## src/rtl/cac_defines.svh

```systemverilog
/*
 Register offsets, field positions, masks and timing counts of the
 accelerator control block. Assumes inclusion by the control module.
*/
`ifndef CAC_DEFINES_SVH
`define CAC_DEFINES_SVH
// ----------------------------------------
// Offsets
// ----------------------------------------
`define CAC_OFF_MAIN 4'h0
`define CAC_OFF_CIPH 4'h4
// ----------------------------------------
// Main control fields
// ----------------------------------------
`define CAC_M_RST 0
`define CAC_M_INTR 1
`define CAC_M_SRC 2
`define CAC_M_BSO 4
`define CAC_M_BSI 5
`define CAC_M_CPH_DONE 27
`define CAC_M_RDY 28
`define CAC_M_WMASK 32'h0800_0076
`define CAC_M_RESET 32'h0000_0000
// ----------------------------------------
// Cipher control fields
// ----------------------------------------
`define CAC_C_ENC 0
`define CAC_C_KEY 1
`define CAC_C_KSRC_LO 2
`define CAC_C_ALG_LO 4
`define CAC_C_MODE_LO 8
`define CAC_C_HVC 11
`define CAC_C_DTYPE 12
`define CAC_C_CCMM_LO 13
`define CAC_C_CCML_LO 16
`define CAC_C_WMASK 32'h0000_077f
`define CAC_C_RESET 32'h0000_0000
`define CAC_KSRC_SW 2'h0
`define CAC_KSRC_NV 2'h2
`define CAC_KEY_BITS 128
// ----------------------------------------
// Timing and bus response codes
// ----------------------------------------
`define CAC_SRST_NS 200
`define CAC_CLK_NS 50
`define CAC_SRST_CYC ((`CAC_SRST_NS + `CAC_CLK_NS - 1) / `CAC_CLK_NS)
`define CAC_RESP_OKAY 2'h0
`define CAC_RESP_SLVERR 2'h2
`endif

```

## src/rtl/cac_pkg.sv

```systemverilog
/*
 Types of the accelerator control block: algorithm and mode codes,
 soft reset states and the registered state record.
 Assumes nothing beyond a SystemVerilog compiler.
*/
package cac_pkg;
    typedef enum logic [2:0] {
        CAC_ALG_OFF = 3'h0,
        CAC_ALG_AES128 = 3'h1,
        CAC_ALG_AES192 = 3'h2,
        CAC_ALG_AES256 = 3'h3,
        CAC_ALG_DES = 3'h4,
        CAC_ALG_TDES = 3'h5
    } cac_alg_t;
    typedef enum logic [2:0] {
        CAC_MODE_ECB = 3'h0,
        CAC_MODE_CBC = 3'h1,
        CAC_MODE_CFB = 3'h2,
        CAC_MODE_OFB = 3'h3,
        CAC_MODE_CTR = 3'h4,
        CAC_MODE_GCM = 3'h5,
        CAC_MODE_CCM = 3'h6
    } cac_mode_t;
    typedef enum logic {CAC_SR_IDLE, CAC_SR_BUSY} cac_sr_t;
    typedef struct packed {
        logic [31:0] data;
        logic full;
        logic valid;
    } cac_word_t;
    typedef struct packed {
        logic [31:0] main_ctl;
        logic [31:0] ciph_ctl;
        cac_sr_t sr_state;
        logic [7:0] sr_cnt;
        logic bvalid;
        logic [1:0] bresp;
        logic rvalid;
        logic [1:0] rresp;
        logic [31:0] rdata;
        cac_word_t in_w;
        cac_word_t out_w;
        cac_word_t hash_w;
        logic key_load;
        logic key_from_nv;
        logic key_upper;
        logic irq;
    } cac_state_t;
endpackage

```

## src/rtl/cac_control.sv

```systemverilog
/*
 Control and cipher configuration registers of the crypto accelerator,
 with AXI4-Lite slave, byte swap paths, hash source mux, interrupt,
 soft reset sequencer and key load steering.
 Assumes engine status inputs on aclk, and that the FIFO words are
 presented with a full-word flag.
*/
// Decided for this implementation: the AXI4-Lite slave port.
// Function
// Input byte-swap bit reverses bytes of each incoming word.
// Output byte-swap bit reverses bytes of each outgoing word.
// Partial words are never byte swapped.
// Source bit feeds hash/CRC from input FIFO (0) or output FIFO (1).
// Interrupt enable raises interrupt on done or error.
// Writing 1 to soft-reset starts internal reset; writing 0 does nothing.
// Soft reset clears engine state, keeps control register contents.
// Software polls ready bit after soft reset before further operations.
// CCM L field reads codes 1..7 for L 2..8, 0 reserved.
// CCM M field reads codes 1..7 for tag 4..16, 0 reserved.
// Data type bit reads 0 for AAD, 1 for payload.
// H-vector bit shows computation busy, cleared by hardware at end.
// Mode field selects ECB..CCM with codes 0..6, 7 reserved.
// Algorithm field: off, AES-128/192/256, DES, triple DES; 6,7 reserved.
// Software clears algorithm field before non-AES operations.
// Key origin 0b00 software key words, 0b10 user NV key area.
// Each key load moves 128 key bits into working key registers.
// 256-bit key needs two loads, origin 0b10 then 0b11.
// DES always takes key from software key words.
// Cipher done flag set on cipher completion, cleared by software.
// Writing 1 to key-load bit starts DMA key load.
// Reserved bits read zero and ignore writes.
// Software leaves the wait-pin enable bit at zero.
`timescale 1ns/1ps
`default_nettype none
`include "cac_defines.svh"
module cac_control #(
    parameter int SRST_CYCLES = `CAC_SRST_CYC
) (
    input wire logic aclk,
    input wire logic aresetn,
    input wire logic [3:0] s_axi_awaddr,
    input wire logic s_axi_awvalid,
    output logic s_axi_awready,
    input wire logic [31:0] s_axi_wdata,
    input wire logic [3:0] s_axi_wstrb,
    input wire logic s_axi_wvalid,
    output logic s_axi_wready,
    output logic [1:0] s_axi_bresp,
    output logic s_axi_bvalid,
    input wire logic s_axi_bready,
    input wire logic [3:0] s_axi_araddr,
    input wire logic s_axi_arvalid,
    output logic s_axi_arready,
    output logic [31:0] s_axi_rdata,
    output logic [1:0] s_axi_rresp,
    output logic s_axi_rvalid,
    input wire logic s_axi_rready,
    input wire cac_pkg::cac_word_t fifo_in,
    input wire cac_pkg::cac_word_t fifo_out,
    output cac_pkg::cac_word_t engine_in,
    output cac_pkg::cac_word_t engine_out,
    output cac_pkg::cac_word_t hash_in,
    input wire logic cipher_done,
    input wire logic other_done,
    input wire logic engine_err,
    input wire logic [2:0] ccm_l,
    input wire logic [2:0] ccm_m,
    input wire logic payload_phase,
    input wire logic hvc_start,
    input wire logic hvc_done,
    output logic soft_reset,
    output logic key_load_start,
    output logic key_from_nv,
    output logic key_upper_half,
    output logic irq
);
    import cac_pkg::*;

    cac_state_t q;
    cac_state_t d;
    logic wr_go;
    logic rd_go;
    logic [31:0] be;
    logic [31:0] wr_main;
    logic [31:0] wr_ciph;

    // ----------------------------------------
    // Helpers
    // ----------------------------------------
    function automatic cac_word_t swap_word(input cac_word_t w, input logic en);
        cac_word_t r;
        r = w;
        if (en && w.full)
        begin
            r.data = {w.data[7:0], w.data[15:8], w.data[23:16], w.data[31:24]};
        end
        return r;
    endfunction

    function automatic logic [31:0] merge(input logic [31:0] old,
        input logic [31:0] nw, input logic [31:0] m);
        return (old & ~m) | (nw & m);
    endfunction

    // ----------------------------------------
    // Bus handshake
    // ----------------------------------------
    assign wr_go = s_axi_awvalid && s_axi_wvalid && !q.bvalid;
    assign rd_go = s_axi_arvalid && !q.rvalid;
    assign s_axi_awready = wr_go;
    assign s_axi_wready = wr_go;
    assign s_axi_arready = rd_go;
    assign s_axi_bvalid = q.bvalid;
    assign s_axi_bresp = q.bresp;
    assign s_axi_rvalid = q.rvalid;
    assign s_axi_rresp = q.rresp;
    assign s_axi_rdata = q.rdata;
    assign engine_in = q.in_w;
    assign engine_out = q.out_w;
    assign hash_in = q.hash_w;
    assign soft_reset = (q.sr_state == CAC_SR_BUSY);
    assign key_load_start = q.key_load;
    assign key_from_nv = q.key_from_nv;
    assign key_upper_half = q.key_upper;
    assign irq = q.irq;

    always_comb
    begin
        be = {{8{s_axi_wstrb[3]}}, {8{s_axi_wstrb[2]}},
            {8{s_axi_wstrb[1]}}, {8{s_axi_wstrb[0]}}};
        wr_main = merge(q.main_ctl, s_axi_wdata, be & `CAC_M_WMASK);
        wr_ciph = merge(q.ciph_ctl, s_axi_wdata, be & `CAC_C_WMASK);
    end

    // ----------------------------------------
    // Next state
    // ----------------------------------------
    always_comb
    begin
        d = q;
        d.key_load = 1'b0;
        if (q.bvalid && s_axi_bready)
        begin
            d.bvalid = 1'b0;
        end
        if (q.rvalid && s_axi_rready)
        begin
            d.rvalid = 1'b0;
        end
        if (wr_go)
        begin
            d.bvalid = 1'b1;
            d.bresp = `CAC_RESP_OKAY;
            if (s_axi_awaddr == `CAC_OFF_MAIN)
            begin
                d.main_ctl = wr_main;
                if (s_axi_wstrb[0] && s_axi_wdata[`CAC_M_RST])
                begin
                    d.sr_state = CAC_SR_BUSY;
                    d.sr_cnt = '0;
                end
            end
            else if (s_axi_awaddr == `CAC_OFF_CIPH)
            begin
                d.ciph_ctl = wr_ciph;
                d.key_load = s_axi_wstrb[0] && s_axi_wdata[`CAC_C_KEY];
            end
            else
            begin
                d.bresp = `CAC_RESP_SLVERR;
            end
        end
        if (rd_go)
        begin
            d.rvalid = 1'b1;
            d.rresp = `CAC_RESP_OKAY;
            if (s_axi_araddr == `CAC_OFF_MAIN)
            begin
                d.rdata = q.main_ctl;
                d.rdata[`CAC_M_RST] = (q.sr_state == CAC_SR_BUSY);
                d.rdata[`CAC_M_RDY] = (q.sr_state == CAC_SR_IDLE);
            end
            else if (s_axi_araddr == `CAC_OFF_CIPH)
            begin
                d.rdata = q.ciph_ctl;
            end
            else
            begin
                d.rdata = 32'h0000_0000;
                d.rresp = `CAC_RESP_SLVERR;
            end
        end
        // Soft reset sequencer; engine state only
        case (q.sr_state)
            CAC_SR_IDLE:
            begin
            end
            CAC_SR_BUSY:
            begin
                d.sr_cnt = q.sr_cnt + 8'h01;
                if (q.sr_cnt == 8'(SRST_CYCLES - 1))
                begin
                    d.sr_state = CAC_SR_IDLE;
                end
            end
            default:
            begin
                d.sr_state = CAC_SR_IDLE;
            end
        endcase
        // Engine status fields
        d.ciph_ctl[`CAC_C_CCML_LO +: 3] = ccm_l;
        d.ciph_ctl[`CAC_C_CCMM_LO +: 3] = ccm_m;
        d.ciph_ctl[`CAC_C_DTYPE] = payload_phase;
        if (hvc_done)
        begin
            d.ciph_ctl[`CAC_C_HVC] = 1'b0;
        end
        if (soft_reset)
        begin
            d.ciph_ctl[`CAC_C_HVC] = 1'b0;
            d.main_ctl[`CAC_M_CPH_DONE] = 1'b0;
            d.in_w = '0;
            d.out_w = '0;
            d.hash_w = '0;
        end
        if (hvc_start)
        begin
            d.ciph_ctl[`CAC_C_HVC] = 1'b1;
        end
        if (cipher_done)
        begin
            d.main_ctl[`CAC_M_CPH_DONE] = 1'b1;
        end
        d.main_ctl[`CAC_M_RST] = 1'b0;
        if (!soft_reset)
        begin
            d.in_w = swap_word(fifo_in, q.main_ctl[`CAC_M_BSI]);
            d.out_w = swap_word(fifo_out, q.main_ctl[`CAC_M_BSO]);
            d.hash_w = q.main_ctl[`CAC_M_SRC] ? fifo_out : fifo_in;
        end
        d.key_from_nv = q.ciph_ctl[`CAC_C_KSRC_LO + 1]
            && (q.ciph_ctl[`CAC_C_ALG_LO +: 3] != CAC_ALG_DES);
        d.key_upper = q.ciph_ctl[`CAC_C_KSRC_LO] && d.key_from_nv;
        d.irq = q.main_ctl[`CAC_M_INTR]
            && (q.main_ctl[`CAC_M_CPH_DONE] || other_done || engine_err);
    end

    always_ff @(posedge aclk)
    begin
        if (!aresetn)
        begin
            q <= '0;
            q.main_ctl <= `CAC_M_RESET;
            q.ciph_ctl <= `CAC_C_RESET;
            q.sr_state <= CAC_SR_IDLE;
        end
        else
        begin
            q <= d;
        end
    end

    localparam int SRST_LAST = SRST_CYCLES - 1;
endmodule
`default_nettype wire

```

## config.mk

```make
export PLATFORM = sky130hd
export DESIGN_NAME = cac_control
export DESIGN_NICKNAME = d
export VERILOG_FILES = /design/src/rtl/cac_pkg.sv /design/src/rtl/cac_control.sv
export VERILOG_INCLUDE_DIRS = /design/src /design/src/rtl
export SDC_FILE = /design/constraint.sdc
export NUM_CORES = 1
export LEC_CHECK = 0
export BUFFER_PORTS_ARGS = -buffer_cell sky130_fd_sc_hd__buf_2
export CORE_UTILIZATION = 30
export CTS_CLUSTER_DIAMETER = 100
export DETAILED_ROUTE_END_ITERATION = 10
export GPL_ROUTABILITY_DRIVEN = 1
export PLACE_DENSITY = 0.61
export SYNTH_ARGS = -nofsm -noshare
export SYNTH_HDL_FRONTEND = slang
export SYNTH_SLANG_ARGS = --single-unit
```

## constraint.sdc

```tcl
create_clock -name aclk -period 2.7 [get_ports aclk]
set_input_delay 0.675 -clock aclk [delete_from_list [all_inputs] [get_ports aclk]]
set_output_delay 0.675 -clock aclk [all_outputs]
set_load 0.02 [all_outputs]
```

==> summary.txt <==
Status
  – Status: finished clean

Place
  – DP Cell Count: 1176
  – Final RePlAce weighted congestion: 0.8224
  – PortBufs: 242
  – Post-DP HPWL: 12.86 mm
  – Post-place setup slack: 548.0 ps

Pwr
  – Total Power: 5.519 mW
  – Switching pwr: 1.566 mW
  – Clock power share: 0.444
  – P_int: 3.953 mW
  – PwrDens: 680.6 mW/mm^2
  – Pleak: 3.693 nW
  – Switching part of the total power: 0.2837
  – Comb power frac: 0.099
  – Worst VDD drop: 0.0003538 V
  – Sequential power share: 0.457

GRT
  – Initial antenna violation count: 2
  – Global-route wire length before repair: 27.95 mm
  – Vias in the first global route: 5252
  – Grt ovf: 0
  – Largest net degree at the start of global routing: 45
  – GRT Overall Usage: 0.1518

Logic synthesis
  – Warnings, synthesis: 0
  – Seq/Total Area, Yosys: 0.4678
  – Count of flip-flops with a built-in enable after synthesis: 0
  – FFs w/ async S/R, synth: 0
  – Register bit total from synthesis: 163
  – Post-synth top area share: 0.4678
  – Cell Area, Synth: 0.006975 sq mm
  – Cell variety after synth: 42
  – Synth Flop Type: dfxtp_1
  – Syn Area/Cell: 8.644 sq um
  – Post-synth top area cell: dfxtp_1
  – Synth area leaders: dfxtp_1 47%, buf_4 15%, nand2_1 8.8%, mux2i_1 6.3%, a21oi_1 6.0%
  – Cells after Synth: 807

Timing
  – Min cycle time layout: 2105 ps
  – Fmax: 0.4750 GHz
  – Worst-margin pin slew: 602.9 ps
  – Tcrit/Tclk final: 0.7797
  – Slew headroom: 0.5981
  – Slew Limit Fails: 0
  – Final setup viols: 0
  – Fin. Hold Viols: 0
  – RSZ-0062 raised after global routing: false
  – Final WS setup: 594.8 ps
  – Setup TNS: 0 ps
  – Fin Clk Skew: 10.22 ps

CTS
  – CTS Sinks: 163
  – Hold bufs inserted after CTS: 0
  – CTS tree: built
  – Worst-skew pair later-pin latency: 420 ps
  – H-tree Lvls: 4
  – Root buffer cell: clkbuf_16
  – Clock Path Buffers: 2
  – Post CTS Setup Buffer Count: 0
  – Clock slew at reported path FFs: 70 ps
  – Post-CTS sizing: 0
  – CTS buffer count: 17

Critical path
  – Worst setup EP type: output pin
  – Crit-path max cell delay: 430 ps
  – Worst Path Max Fanout: 7
  – Buf+Inv Stages, Crit Path: 1
  – Critical path class: register to output pin
  – Critical Path Stages: 2
  – CP Launch Type: register
  – Reg2Reg Depth: 5
  – Crit path DAT: 1430 ps
  – Slowest stage cell, crit path: and3b_1
  – Worst path top cell family by delay: simple AND/OR/NAND/NOR gates
  – Required @ worst endpoint: 2030 ps
  – Cells along the critical path: and3b_1, buf_2

Die
  – Core box area: 0.02271 sq mm
  – DIE HEIGHT: 154.5 microns
  – Die Footprint: 0.02387 sq mm
  – Initial core utilization: 0.3072
  – Num ports: 279
  – # rows: 55
  – Die width: 154.5 microns

Detailed routing
  – Routed WL: 18.08 mm
  – Drt drc: 0
  – Vias: 5479
  – Drt first pass iters: 4
  – Drt via density: 4.536
  – Post-route ant nets: 0
  – Initial drt markers: 250
  – Routed len/inst: 14.97 microns

Final layout
  – Fin cells: 1208
  – # nets final: 1042
  – Number of antenna diodes: 0
  – Layout cell share with drive strength beyond 1: 0.3283
  – Fillers: 2377
  – Area grow syn2layout: 16.25%
  – Final Core Density: 0.3571

Hold path
  – Min-delay worst type: register to register
  – Hold path depth: 2

Flow run
  – Max cap viols: 0
[registers in the layout, indices dropped and copies added, names as in the netlist, named ones only]
name and cells:
engine_in 34, engine_out 34, hash_in 34, s_axi_rdata 20, q 17, irq 1
key_from_nv 1, key_load_start 1, key_upper_half 1, s_axi_bresp 1, s_axi_bvalid 1, s_axi_rresp 1
s_axi_rvalid 1, soft_reset 1
[per-stage QoR]
stage | hold slack [ps] | cell area (sq um)
floorplan | 431.1 | 7024
global placement | 436.5 | 7506
detailed placement | 443.2 | 7506
CTS | 430.5 | 8109
global route | 435.7 | 8109
finish | 453.8 | 8109
[layout by cell type, fill, tap and decap left out, types with 2 or more instances in the layout]
cell type  netlist  routed
nor4_1           3       3
mux2i_1         44      44
and3_1           3       3
nand4b_1         2       2
nor2_1          56      56
and3b_1          2       2
o21ai_0          8       8
buf_12           0       2
xor2_1           2       2
conb_1           1      14
dfxtp_1        163     162
clkinv_8         0       2
buf_2           11     242
nand2_1        164     163
inv_8            0       7
or3_1            3       3
clkinv_4         0       2
a211oi_1         2       2
mux2_2           6       6
o2111ai_1        2       2
inv_12           0       2
nand3_1         13      13
a32oi_1         12      12
o31ai_1          2       2
buf_4          139      14
nor3_2           1       2
a21oi_1         83      83
clkbuf_16        0      17
inv_1            6       6
and2_1          14      14
nand2b_1         3       3
nand4_1         10      10
[power groups by stage]
stage          combinational (mW)  clock [mW]  sequential [mW]
2_1_floorplan               0.424           0             2.58
3_3_place_gp                0.545           0             2.58
3_5_place_dp                0.548           0             2.58
4_1_cts                     0.550        2.53             2.52
5_1_grt                     0.594        2.62             2.53
6_report                    0.544        2.45             2.52
[logic make-up after synthesis]
logic type / share of synthesized area
DFF: 0.4678
AOI/OAI and AO/OA: 0.09848
muxes: 0.07282
xor gates and xnor gates: 0.002512
buffers and inverters: 0.1822
and+or+nand+nor: 0.1738
adders and majority gates: 0.001793
other: 0.0005376
[worst paths after layout]
path,from,end,slack (ps)
worst min register to register,s_axi_rdata[1],s_axi_rdata[1],450
worst max-delay path,s_axi_bvalid,s_axi_awready,590
worst min-delay path,s_axi_rdata[1],s_axi_rdata[1],450
worst max register to register,soft_reset,hash_in[12],800
[per-layer routing]
metal / track usage / part of all wire / routed length, microns / vias up
met5: 0 / 0.00072 / 13 / -
met1: 0.1818 / 0.44 / 7944 / 2495
met3: 0.05464 / 0.087 / 1576 / 23
li1: - / - / - / 2720
met2: 0.2489 / 0.45 / 8226 / 239
met4: 0.05611 / 0.018 / 322 / 2
[worst reg2reg max path: stages, from the launching register on]
cell,delay [ps]
dfxtp_1,310
buf_4,220
clkinv_1,310
nand2_4,490
buf_4,370
nor2_1,90
[layout make-up]
type                    instances  area, sq um  area share
clock buffers                  17        425.4     0.05246
multi-input cells             463         2502      0.3086
inverters                       7        26.28    0.003240
well taps                     285        356.6     0.04397
flip-flops and latches        163         3264      0.4026
repair buffers                258         1356      0.1673
clock inverters                15        177.7     0.02191
[Yosys cell counts, types with 6 or more instances]
cell type and count:
buf_2 11, mux2i_1 44, nand4_1 10, and2_1 14, dfxtp_1 163, mux2_2 6, o21ai_0 8, inv_1 6
nand2_1 164, a21oi_1 83, a32oi_1 12, buf_4 139, clkbuf_1 36, nor2_1 56, nand3_1 13
(Power assumes the default switching activity.)
